### src/design/cfl_map.vh
// constants for the copper/fiber link fault control block
`ifndef CFL_MAP_VH
`define CFL_MAP_VH
`define CFL_CLK_HZ 20000000
`define CFL_BLINK_MS 50
`define CFL_BLINK_CYC ((`CFL_CLK_HZ / 1000) * `CFL_BLINK_MS)
`define CFL_FIB_RATE_MBPS 1000
`define CFL_ADDR_CTRL 4'h0
`define CFL_ADDR_STAT 4'h1
`define CFL_CTRL_LFP_BIT 0
`define CFL_CTRL_FEF_BIT 1
`define CFL_CTRL_RST 2'h3
`endif

### src/design/cfl_top.v
// link fault pass-through, far end fault and indicator control
//
// The implementer's own choices: the strobed register port and the address map.
`timescale 1ns/1ns
`include "cfl_map.vh"
module cfl_top #(
  parameter DATA_W = 8,
  parameter BLINK_CYC = `CFL_BLINK_CYC
) (
  input wire ref_clk,
  input wire rst_n,
  input wire clk_en,
  input wire [3:0] reg_addr,
  input wire [31:0] reg_wdata,
  input wire reg_wr,
  input wire reg_rd,
  output reg [31:0] reg_rdata,
  input wire cu_link_ok,
  input wire fib_link_ok,
  input wire fib_rx_fail,
  input wire fib_far_fault_rx,
  input wire fib_sig_detect,
  input wire mod_present,
  input wire [DATA_W-1:0] cu_rx_data,
  input wire cu_rx_dv,
  input wire cu_rx_er,
  input wire [DATA_W-1:0] fib_rx_data,
  input wire fib_rx_dv,
  input wire fib_rx_er,
  output reg [DATA_W-1:0] fib_tx_data,
  output reg fib_tx_en,
  output reg fib_tx_er,
  output reg [DATA_W-1:0] cu_tx_data,
  output reg cu_tx_en,
  output reg cu_tx_er,
  output reg cu_force_down,
  output reg fib_force_down,
  output reg fib_far_fault_tx,
  output reg fib_full_duplex,
  output reg fib_speed_1000,
  output reg link_indicator,
  output reg optical_signal_indicator,
  output reg module_indicator
);

////////////////////////////////////////////////////////////////////////
// control bits: pass-through and far end fault enables, both on from reset
reg lfp_en_reg;
reg fef_en_reg;
wire ctrl_wr_hit = reg_wr && (reg_addr == `CFL_ADDR_CTRL);
wire lfp_en_next = reg_wdata[`CFL_CTRL_LFP_BIT];
wire fef_en_next = reg_wdata[`CFL_CTRL_FEF_BIT];
wire [1:0] ctrl_rst = `CFL_CTRL_RST;

always @(posedge ref_clk) begin
  if (!rst_n) begin
    lfp_en_reg <= ctrl_rst[`CFL_CTRL_LFP_BIT];
  end else if (clk_en && ctrl_wr_hit) begin
    lfp_en_reg <= lfp_en_next;
  end
end

always @(posedge ref_clk) begin
  if (!rst_n) begin
    fef_en_reg <= ctrl_rst[`CFL_CTRL_FEF_BIT];
  end else if (clk_en && ctrl_wr_hit) begin
    fef_en_reg <= fef_en_next;
  end
end

////////////////////////////////////////////////////////////////////////
// fault evaluation: fiber counts as down on own loss, receive or remote fault
reg fib_up;
reg path_up;

always @* begin
  fib_up = fib_link_ok;
  if (fib_rx_fail) begin
    fib_up = 1'b0;
  end
  if (fef_en_reg && fib_far_fault_rx) begin
    fib_up = 1'b0;
  end
  path_up = cu_link_ok && fib_up;
end

// plain levels, registered once, so a forced down drops one cycle after its cause clears
reg fib_force_down_next;
reg cu_force_down_next;
reg fib_far_fault_tx_next;

always @* begin
  fib_force_down_next = 1'b0;
  cu_force_down_next = 1'b0;
  fib_far_fault_tx_next = 1'b0;
  if (lfp_en_reg) begin
    fib_force_down_next = !cu_link_ok;
    cu_force_down_next = !fib_up;
  end
  if (fef_en_reg) begin
    fib_far_fault_tx_next = fib_rx_fail;
  end
end

////////////////////////////////////////////////////////////////////////
// forwarding gates: tx enable and error follow rx only while both links are up
reg fib_tx_en_next;
reg fib_tx_er_next;
reg cu_tx_en_next;
reg cu_tx_er_next;

always @* begin
  fib_tx_en_next = 1'b0;
  fib_tx_er_next = 1'b0;
  cu_tx_en_next = 1'b0;
  cu_tx_er_next = 1'b0;
  if (path_up) begin
    fib_tx_en_next = cu_rx_dv;
    fib_tx_er_next = cu_rx_er;
    cu_tx_en_next = fib_rx_dv;
    cu_tx_er_next = fib_rx_er;
  end
end

////////////////////////////////////////////////////////////////////////
// traffic stretch counter
localparam CNT_W = 24;
reg [CNT_W-1:0] blink_cnt_reg;
reg [CNT_W-1:0] blink_cnt_next;
reg blink_phase_reg;
reg blink_phase_next;
wire activity = cu_rx_dv || fib_rx_dv;
wire link_indicator_next = path_up && !blink_phase_reg;

always @* begin
  blink_cnt_next = blink_cnt_reg;
  blink_phase_next = blink_phase_reg;
  if (blink_cnt_reg != {CNT_W{1'b0}}) begin
    blink_cnt_next = blink_cnt_reg - 1'b1;
  end else if (activity && path_up) begin
    // one full toggle per period keeps the blink visible at line rate
    blink_cnt_next = BLINK_CYC[CNT_W-1:0];
    blink_phase_next = ~blink_phase_reg;
  end else begin
    blink_phase_next = 1'b0;
  end
end

always @(posedge ref_clk) begin
  if (!rst_n) begin
    blink_cnt_reg <= {CNT_W{1'b0}};
  end else if (clk_en) begin
    blink_cnt_reg <= blink_cnt_next;
  end
end

always @(posedge ref_clk) begin
  if (!rst_n) begin
    blink_phase_reg <= 1'b0;
  end else if (clk_en) begin
    blink_phase_reg <= blink_phase_next;
  end
end

////////////////////////////////////////////////////////////////////////
// status word for software, taken on the read strobe
wire [5:0] stat_bits = {mod_present, fib_sig_detect, fib_far_fault_rx,
                        fib_rx_fail, fib_up, cu_link_ok};

////////////////////////////////////////////////////////////////////////
// fiber transmit data: one register stage, no buffer, so no drops
always @(posedge ref_clk) begin
  if (!rst_n) begin
    fib_tx_data <= {DATA_W{1'b0}};
  end else if (clk_en) begin
    fib_tx_data <= cu_rx_data;
  end
end

////////////////////////////////////////////////////////////////////////
// fiber transmit enable
always @(posedge ref_clk) begin
  if (!rst_n) begin
    fib_tx_en <= 1'b0;
  end else if (clk_en) begin
    fib_tx_en <= fib_tx_en_next;
  end
end

////////////////////////////////////////////////////////////////////////
// fiber transmit error
always @(posedge ref_clk) begin
  if (!rst_n) begin
    fib_tx_er <= 1'b0;
  end else if (clk_en) begin
    fib_tx_er <= fib_tx_er_next;
  end
end

////////////////////////////////////////////////////////////////////////
// copper transmit data
always @(posedge ref_clk) begin
  if (!rst_n) begin
    cu_tx_data <= {DATA_W{1'b0}};
  end else if (clk_en) begin
    cu_tx_data <= fib_rx_data;
  end
end

////////////////////////////////////////////////////////////////////////
// copper transmit enable
always @(posedge ref_clk) begin
  if (!rst_n) begin
    cu_tx_en <= 1'b0;
  end else if (clk_en) begin
    cu_tx_en <= cu_tx_en_next;
  end
end

////////////////////////////////////////////////////////////////////////
// copper transmit error
always @(posedge ref_clk) begin
  if (!rst_n) begin
    cu_tx_er <= 1'b0;
  end else if (clk_en) begin
    cu_tx_er <= cu_tx_er_next;
  end
end

////////////////////////////////////////////////////////////////////////
// fiber forced down
always @(posedge ref_clk) begin
  if (!rst_n) begin
    fib_force_down <= 1'b0;
  end else if (clk_en) begin
    fib_force_down <= fib_force_down_next;
  end
end

////////////////////////////////////////////////////////////////////////
// copper forced down
always @(posedge ref_clk) begin
  if (!rst_n) begin
    cu_force_down <= 1'b0;
  end else if (clk_en) begin
    cu_force_down <= cu_force_down_next;
  end
end

////////////////////////////////////////////////////////////////////////
// far end fault sent to the fiber partner
always @(posedge ref_clk) begin
  if (!rst_n) begin
    fib_far_fault_tx <= 1'b0;
  end else if (clk_en) begin
    fib_far_fault_tx <= fib_far_fault_tx_next;
  end
end

////////////////////////////////////////////////////////////////////////
// fiber duplex: full only
always @(posedge ref_clk) begin
  if (!rst_n) begin
    fib_full_duplex <= 1'b1;
  end else if (clk_en) begin
    fib_full_duplex <= 1'b1;
  end
end

////////////////////////////////////////////////////////////////////////
// fiber speed: one rate only
always @(posedge ref_clk) begin
  if (!rst_n) begin
    fib_speed_1000 <= 1'b1;
  end else if (clk_en) begin
    fib_speed_1000 <= 1'b1;
  end
end

////////////////////////////////////////////////////////////////////////
// link indicator
always @(posedge ref_clk) begin
  if (!rst_n) begin
    link_indicator <= 1'b0;
  end else if (clk_en) begin
    link_indicator <= link_indicator_next;
  end
end

////////////////////////////////////////////////////////////////////////
// optical indicator
always @(posedge ref_clk) begin
  if (!rst_n) begin
    optical_signal_indicator <= 1'b0;
  end else if (clk_en) begin
    optical_signal_indicator <= fib_sig_detect;
  end
end

////////////////////////////////////////////////////////////////////////
// transceiver slot indicator
always @(posedge ref_clk) begin
  if (!rst_n) begin
    module_indicator <= 1'b0;
  end else if (clk_en) begin
    module_indicator <= mod_present;
  end
end

////////////////////////////////////////////////////////////////////////
// register read: data stand one cycle after the strobe, zero otherwise
always @(posedge ref_clk) begin
  if (!rst_n) begin
    reg_rdata <= 32'h00000000;
  end else if (clk_en) begin
    if (reg_rd) begin
      case (reg_addr)
        `CFL_ADDR_CTRL: begin
          reg_rdata <= {30'h0, fef_en_reg, lfp_en_reg};
        end
        `CFL_ADDR_STAT: begin
          reg_rdata <= {26'h0, stat_bits};
        end
        default: begin
          // unmapped addresses read as zero
          reg_rdata <= 32'h00000000;
        end
      endcase
    end else begin
      reg_rdata <= 32'h00000000;
    end
  end
end

endmodule

### config.mk
export PLATFORM = sky130hd
export DESIGN_NAME = cfl_top
export DESIGN_NICKNAME = d
export VERILOG_FILES = /design/src/design/cfl_top.v
export VERILOG_INCLUDE_DIRS = /design/src /design/src/design
export SDC_FILE = /design/constraint.sdc
export NUM_CORES = 1
export LEC_CHECK = 0
export ABC_AREA = 1
export BUFFER_PORTS_ARGS = -buffer_cell sky130_fd_sc_hd__buf_4
export CORE_UTILIZATION = 52
export DETAILED_ROUTE_END_ITERATION = 8
export GPL_TIMING_DRIVEN = 1
export PLACE_DENSITY = 0.85
export SETUP_SLACK_MARGIN = 0.02
export SYNTH_ARGS = -nofsm -noshare
export SYNTH_HDL_FRONTEND = slang
export SYNTH_SLANG_ARGS = --single-unit
### constraint.sdc
create_clock -name ref_clk -period 4.2 [get_ports ref_clk]
set_clock_uncertainty 0.2 [all_clocks]
set_input_delay 0.21 -clock ref_clk [delete_from_list [all_inputs] [get_ports ref_clk]]
set_output_delay 0.21 -clock ref_clk [all_outputs]
set_load 0.05 [all_outputs]
=== Word level (Yosys, flattened, before mapping) ===
Index checks and enable logic that the tools add are counted.

* Bits in registers: 85
* Bits of input ports: 67
* Output and inout port bits: 60
* Logic and storage cells: 50

* Add/subtract/negate cells: 1
* Equality and inequality tests: 1
* Mux-type cells: 14
* Bitwise gates (word level): 2
* Reductions and logical operators: 15

{| class="wikitable"
|+ Operator list
! operator !! count
|-
| 2-to-1 mux 24 bit || 2
|-
| 2-to-1 mux 32 bit || 1
|-
| nonzero test 24 bit || 1
|-
| subtractor 24 x 1 -> 24 bit (second input constant) || 1
|-
| one-hot mux 6 bit (2 select lines) || 1
|-
| 2-to-1 mux 1 bit || 10
|-
| logical AND 1 bit || 6
|-
| == test 4 x 1 -> 1 bit (second input constant) || 1
|-
| zero test 4 bit || 1
|-
| AND reduction 2 bit || 2
|-
| zero test 1 bit || 3
|-
| NOT 1 bit || 2
|-
| nonzero test 2 bit || 1
|-
| logical OR 1 bit || 1
|}

=== Logic depth before layout (Yosys ltp) ===
Gate-level depths: netlist (run 1).

* Depth after elaboration: 6
* Mapped depth: 13

=== Least setup slack after synthesis (run 1) ===
OpenSTA, ideal clock, no wires.

* Kind: register -> register
* From: reg blink_cnt_reg[0]
* To: reg blink_cnt_reg[3]
* Library setup time: 0.115 ns
* Data arrival time: 1.499 ns
* Data required time: 3.885 ns
* Slack: 2.386 ns
* Cell stages (with the launch flop): 13
* Cells stage by stage: dfxtp_1 clkinv_1 ha_1 inv_1 nor2_1 nand2_1 nor2_1 nand3_2 nand2_4 nand2_2 buf_2 a21oi_1 nor2_1

* Word-level cells in the longest chain between the ends: 3
* Elaborated cells between the ends (all ways): 5
* Classes of those cells: 1 x add/sub; 1 x mux; 3 x reduce/logical

{| class="wikitable"
|+ Ends and longest elaborated chain
! item !! RTL line !! source
|-
| start: declaration || cfl_top.v:128 || <nowiki>reg [CNT_W-1:0] blink_cnt_reg;</nowiki>
|-
| start signal: assignment || cfl_top.v:151 || <nowiki>blink_cnt_reg <= {CNT_W{1'b0}};</nowiki>
|-
| start signal: assignment || cfl_top.v:153 || <nowiki>blink_cnt_reg <= blink_cnt_next;</nowiki>
|-
| parallel branches: the longest is 3 deep, another holds subtractor 24 x 1 -> 24 bit || - ||
|}

Several ways; the timed one is not identified.
A chain may end at the register's enable or synchronous reset.

=== Worst setup path in the final report (run 1) ===
* From: in fib_rx_fail
* To: reg blink_cnt_reg[5]

* Word-level cells in the longest chain between the ends: 6

{| class="wikitable"
|+ Ends and longest elaborated chain
! item !! RTL line !! source
|-
| start: declaration || cfl_top.v:20 || <nowiki>input wire fib_rx_fail,</nowiki>
|-
| 2-to-1 mux 1 bit || cfl_top.v:78 || <nowiki>if (fib_rx_fail) begin</nowiki>
|-
| 2-to-1 mux 1 bit || cfl_top.v:81 || <nowiki>if (fef_en_reg && fib_far_fault_rx) begin</nowiki>
|-
| logical AND 1 bit || cfl_top.v:84 || <nowiki>path_up = cu_link_ok && fib_up;</nowiki>
|-
| logical AND 1 bit || cfl_top.v:140 || <nowiki>end else if (activity && path_up) begin</nowiki>
|-
| nonzero test 2 bit (no source line) || - ||
|-
| AND reduction 2 bit (no source line) || - ||
|}

Every way passes these cells.

==> results of run 1 <==
area by class of cell:
cell class              count  area (sq um)
fillers                   407          1570
repair buffers             98           811
inverters                  38           143
multi-input cells         357          1620
well taps                  72          90.1
flip-flops and latches     59          1180
clock buffers              11           131
clock inverters             5           125
critical path: stages:
cell and delay [ps]:
dlygate4sd3_1 540, buf_4 150, nor2_1 220, nand4_1 240
inv_1 130, nand2_1 320, nand2_2 580, nand3_1 170
nand2_1 110, nor2_1 40
per-stage QoR:
step / hold WS [ps] / utilization, % / instance area, sq um
after global placement: 212 / 62.5 / 3550
after floorplan: 123 / - / 3240
after CTS: 34.2 / 72.3 / 4100
final: 41.5 / 72.3 / 4100
after global routing: 66.5 / 72.3 / 4100
after detailed placement: 214 / 62.5 / 3550
where the power goes:
part	internal (mW)	switching (mW)	total (mW)
Combinational	0.481	0.999	1.48
Clock	0.454	0.242	0.696
Sequential	0.662	0.100	0.762
Total	1.60	1.34	2.94
worst max path at each step:
stage / from / to / slack, ps / cells after the start
4_1_cts: fib_rx_fail / blink_cnt_reg[5] / 1650 / 10
3_3_place_gp: blink_cnt_reg[0] / blink_cnt_reg[10] / 1860 / 11
5_1_grt: fib_rx_fail / blink_cnt_reg[23] / 1440 / 10
2_1_floorplan: blink_cnt_reg[0] / blink_cnt_reg[3] / 2390 / 12
3_5_place_dp: blink_cnt_reg[0] / blink_cnt_reg[5] / 1770 / 12
6_report: fib_rx_fail / blink_cnt_reg[5] / 1530 / 10
placed cells by master (no fill, tap or decap), types with 2 or more instances in the layout:
| master | n |
|---|---|
| inv_1 | 35 |
| nor2_2 | 7 |
| inv_2 | 2 |
| xnor2_1 | 2 |
| conb_1 | 28 |
| dlygate4sd3_1 | 30 |
| a21oi_1 | 35 |
| nand3b_1 | 6 |
| nor2_1 | 82 |
| ha_1 | 2 |
| nand3_1 | 46 |
| o21ai_0 | 23 |
| xor2_1 | 2 |
| nand2_1 | 100 |
| dfxtp_1 | 59 |
| clkbuf_8 | 9 |
| clkbuf_1 | 2 |
| buf_4 | 68 |
| nand4_1 | 12 |
| bufinv_16 | 4 |
per-layer routing:
layer | track usage (%) | up-vias | share of wire, %
met2 | 54.4 | 228 | 48
met5 | 0 | - | 0
met1 | 36.4 | 1640 | 39
met3 | 10.2 | 54 | 8.3
li1 | - | 1649 | -
met4 | 21.5 | 0 | 4.7
logic make-up (layout without fill, tap and decap cells):
kind of cell	count (synthesis)	after routing	synth area share [%]
and+or+nand+nor	261	261	36.3
buffers and inverters	83	152	13.8
AOI/OAI and AO/OA	62	62	10.1
DFF	59	59	37.6
xor gates and xnor gates	4	4	1.12
adders and majority gates	2	2	0.797
other	2	28	0.239
repair_timing:
action / CTS / global route
endpoints found under the hold margin: 31 / 0
hold buffers: 30 / 0
setup endpoints to repair: 0 / 0
==> results_dict.tcl, run 1 <==
set metrics [dict create \
    nets 632 \
    yosys_warnings 0 \
    die-height_um 79.7 \
    vias 3571 \
    ys_seq_area_share_pct 37.6 \
    worstPathMaxFanout 30 \
    drtIter0Drc 211 \
    root_buffer "clkbuf_8" \
    core_sq_um 5680 \
    hold_end "blink_cnt_reg[0]" \
    die_x_um 79.7 \
    finalPower_mw 2.94 \
    gp_congestion 0.987 \
    cts_buffer_depth 2 \
    startpoint_type "primary input" \
    routedWlPerCell_um 15.4 \
    ant_nets 0 \
    cap_violations 0 \
    rows 27 \
    htree_levels 3 \
    p_per_area_nw_per_um2 716 \
    grt-ovfl-total 0 \
    clk_latency_ps 350 \
    vdd_drop_max_v 0.000441 \
    synth_edf_count 0 \
    final_min_period_over_clock_period_pct 63.7 \
    arrival_ps 2710 \
    worstSetupPathType "primary input to flop" \
    setup_ws_ps 1530 \
    endpoint_kind "flop" \
    start_util_pct 55.3 \
    ys_ff_latch 59 \
    maxSlewHeadroom_pct 52.8 \
    synth_top_area_share_pct 37.6 \
    synthTopCellsByCount "nand2_1 (100), nor2_1 (82), dfxtp_1 (59), nand3_1 (46)" \
    hold_violations 0 \
    rsz0062_at_grt "false" \
    fmax_ghz 0.374 \
    drc 0 \
    via_per_inst 5.58 \
    clkSinkCount 59 \
    grt_max_degree 42 \
    synth_area_per_cell_sq_um 6.63 \
    portBuffers 68 \
    grt_pass1_wl_um 16100 \
    yosysMostFrequentCell "nand2_1" \
    tns_ps 0 \
    cts_setup_buffers 0 \
    synth_cell_type_count 32 \
    grt_usage_pct 33.0 \
    synth_ff_type "dfxtp_1" \
    worstPathRequired_ps 4240 \
    slew_viol_final 0 \
    async_flop_share_pct 0 \
    wl_um 9830 \
    path_clk_slew_ps 70 \
    min_from "rst_n" \
    antenna_found_initial 0 \
    dp_hpwl_um 5530 \
    post-route-min-period_ps 2670 \
    status "finished, final reports clean" \
    worstReg2RegEnd "blink_cnt_reg[5]" \
    io_pins 127 \
    hold_class "primary input to flop" \
    worst_pin_slew_ps 708 \
    whs_path_depth 3 \
    power_leakage_nw 1.98 \
    synthCells 473 \
    ctsResizeCount 0 \
    place_ws_ps 1770 \
    synth_top_cells_by_area "dfxtp_1 (38%), nand2_1 (12%), nor2_1 (9.8%)" \
    reg2regPathDepth 12 \
    drive_above_1_share_pct 16.7 \
    largest_register_ffs 24 \
    reg2reg_slack_ps 1710 \
    netlist_area_sq_um 3140 \
    drtPass1Iterations 5 \
    reg2reg_from "blink_cnt_reg[0]" \
    synth_top_cell_by_area "dfxtp_1" \
    post-place-cells 594 \
    fin_cells 640 \
    grt_pass1_vias 3486 \
    finalSetupViolCount 0 \
    fp.dieArea_sq_um 6350 \
    syn2layout_area_growth_pct 30.7 \
    cts_tree "built" \
    numCtsBuffers 9 \
    antennaDiodeCount 0 \
]
Power figures use the tool's default switching activity.
==> run 2: changes to the inputs <==
--- a/config.mk
+++ b/config.mk
@@ -6,12 +6,12 @@
 export SDC_FILE = /design/constraint.sdc
 export NUM_CORES = 1
 export LEC_CHECK = 0
-export ABC_AREA = 1
+export ABC_AREA = 0
 export BUFFER_PORTS_ARGS = -buffer_cell sky130_fd_sc_hd__buf_4
-export CORE_UTILIZATION = 52
+export CORE_UTILIZATION = 43
 export DETAILED_ROUTE_END_ITERATION = 8
 export GPL_TIMING_DRIVEN = 1
-export PLACE_DENSITY = 0.85
+export PLACE_DENSITY = 0.76
 export SETUP_SLACK_MARGIN = 0.02
 export SYNTH_ARGS = -nofsm -noshare
 export SYNTH_HDL_FRONTEND = slang
==> constraint.sdc (replaced) <==
create_clock -name ref_clk -period 2.3 [get_ports ref_clk]
set_clock_uncertainty 0.2 [all_clocks]
set_input_delay 0.115 -clock ref_clk [delete_from_list [all_inputs] [get_ports ref_clk]]
set_output_delay 0.115 -clock ref_clk [all_outputs]
set_load 0.05 [all_outputs]
==> run 2 against run 1 <==
Net effect: the run now ends with design-rule violations left; combinational power up 110%; final cell count down 16%; non-clock buffer count up 33; critical endpoint is now blink_cnt_reg[21].
==> results_dict.tcl, run 2 <==
set metrics [dict create \
    synth_top_cells_by_area "dfxtp_1 (40%), mux2i_1 (7.9%), buf_4 (7.2%)" \
    routedWlPerCell_um 15.8 \
    use_met2_pct 41.2 \
    dp_hpwl_um 5250 \
    core_sq_um 6460 \
    p_seq_share_pct 27.8 \
    p_switching_mw 2.29 \
    finalSetupViolCount 0 \
    arrival_ps 2350 \
    yosys_warnings 0 \
    ys_seq_area_share_pct 40.3 \
    drc 5 \
    nFillCells 490 \
    htree_levels 3 \
    rsz0062_at_grt "true" \
    startpoint_type "flop" \
    start_util_pct 45.3 \
    die-height_um 84.5 \
    clkSinkCount 59 \
    fmax_ghz 0.439 \
    worstPathMaxFanout 4 \
    p_per_area_nw_per_um2 1280 \
    pwr-share-comb_pct 56.8 \
    synth_cell_type_count 55 \
    post-route-min-period_ps 2280 \
    power_leakage_nw 1.84 \
    maxSlewHeadroom_pct 65.3 \
    grt-ovfl-total 0 \
    critPathMaxStageDelay_ps 530 \
    grt_pass1_wl_um 13600 \
    crit_chain "or3b_2, or4_4, or4b_4, a21oi_2" \
    final_min_period_over_clock_period_pct 99.0 \
    die_x_um 84.5 \
    grt_usage_pct 24.0 \
    async_flop_share_pct 0 \
    worst-path-buf-inv 0 \
    drtIter0Drc 187 \
    gp_congestion 0.802 \
    synthTopCellsByCount "dfxtp_1 (59), nor2_1 (37), buf_4 (28), mux2i_1 (23), nand2_1 (21)" \
    clkPwrFrac_pct 15.4 \
    vias 2960 \
    grtUsageMet1_pct 27.5 \
    path_clk_slew_ps 70 \
    antennaDiodeCount 0 \
    hold_violations 0 \
    p_sw_share_pct 42.8 \
    synth_ff_type "dfxtp_1" \
    ys_ff_latch 59 \
    place_ws_ps 37.3 \
    rows 29 \
    grt_max_degree 37 \
    root_buffer "clkbuf_8" \
    tns_ps 0 \
    vdd_drop_max_v 0.000572 \
    worstPathRequired_ps 2370 \
    top_usage_layer "met2" \
    slowest_stage "or4_4" \
    nets 524 \
    setup_ws_ps 22.7 \
    status "finished with violations" \
    ant_nets 0 \
    endpoint_kind "flop" \
    netlist_area_sq_um 2930 \
    worst_pin_slew_ps 520 \
    drtPass1Iterations 7 \
    synthCells 328 \
    clk_latency_ps 340 \
    fin_cells 536 \
    synth_edf_count 0 \
    synth_top_area_share_pct 40.3 \
    portBuffers 68 \
    synth_top_cell_by_area "dfxtp_1" \
    final_cell_mix "buf_4 (98), dfxtp_1 (56), nor2_1 (37)" \
    antenna_found_initial 0 \
    cap_violations 0 \
    p_int_mw 3.06 \
    synth_area_per_cell_sq_um 8.93 \
    violations "design-rule violations" \
    grt_pass1_vias 2815 \
    layout_commonest_cell "buf_4" \
    via_per_inst 5.52 \
    numCtsBuffers 9 \
    largest_register_ffs 24 \
    cts_buffer_depth 2 \
    crit_family "simple AND/OR/NAND/NOR gates" \
    worstSetupPathType "flop to flop" \
    post-place-cells 484 \
    wl_um 8480 \
    finalPower_mw 5.35 \
    fp.dieArea_sq_um 7140 \
    hold_class "primary input to flop" \
    syn2layout_area_growth_pct 42.3 \
    drive_above_1_share_pct 31.6 \
    cts_tree "built" \
    yosysMostFrequentCell "dfxtp_1" \
    slew_viol_final 0 \
    grt_use_met3_pct 9.05 \
    io_pins 127 \
]
==> run 2: changes by cell type after synthesis, sizes merged, moves of 16 or more <==
cell and change:
nor2 -53, nand2 -81, a21oi -16, mux2i +23, nand3 -40, inv -29
==> run 2: final timing paths <==
path | startpoint | to | slack (ps) | cells after the start
hold / removal | clk_en | blink_cnt_reg[0] | 200 | 4
hold reg to reg | reg_rdata[1] | reg_rdata[1] | 280 | 2
setup reg to reg | blink_cnt_reg[0] | blink_cnt_reg[21] | 20 | 4
setup / recovery | blink_cnt_reg[0] | blink_cnt_reg[21] | 20 | 4
==> run 2: worst register-to-register path: stages (launching register included) <==
cell,delay [ps]
dfxtp_1,340
or3b_2,490
or4_4,530
or4b_4,500
a21oi_2,150
==> run 2: cell families after synthesis <==
family	Yosys count	synth area share, %
adder cells (fa/ha/maj)	2	0.855
AO/OA/AOI/OAI	65	15.8
other	2	0.257
AND/OR/NAND/NOR	124	23.6
buffers and inverters	49	9.91
multiplexers	25	8.63
XOR/XNOR	2	0.598
flip-flops	59	40.3
==> run 2: what timing repair did <==
action / 4_1_cts / 5_1_grt
gates resized for setup: 0 / 16
hold endpoints to repair: 39 / 0
hold buffers: 33 / 0
buffers inserted: 0 / 4
setup endpoints to repair: 0 / 17
==> run 2: metal layers <==
layer,routed length [um],up-vias
met5,0,-
met3,695,19
met1,3420,1410
met2,4220,133
met4,148,0
li1,-,1398
==> run 2: power groups by stage <==
stage / Combinational, mW / Sequential, mW / Clock, mW
finish: 3.04 / 1.49 / 0.822
global route: 3.27 / 1.53 / 0.870
CTS: 2.71 / 1.47 / 0.821
detailed placement: 2.65 / 1.49 / 0
global placement: 2.55 / 1.47 / 0
floorplan: 1.71 / 1.55 / 0
==> run 2: layout make-up <==
type | instances | area (sq um) | share of cell area [%]
multi-input combinational | 246 | 1620 | 38.9
sequential | 59 | 1190 | 28.5
timing repair buffer | 131 | 1070 | 25.6
clock buffer | 10 | 138 | 3.30
tap | 77 | 96.3 | 2.31
clock inverter | 5 | 30.0 | 0.721
inverter | 8 | 30.0 | 0.721
==> run 2: metrics by stage <==
step | utilization [%] | instance area [sq um] | hold WS, ps
finish | 64.5 | 4170 | 205
global route | 64.5 | 4170 | 227
CTS | 63.0 | 4070 | 166
detailed placement | 55.3 | 3570 | 134
global placement | 55.3 | 3570 | 130
floorplan | - | 3030 | 43.4
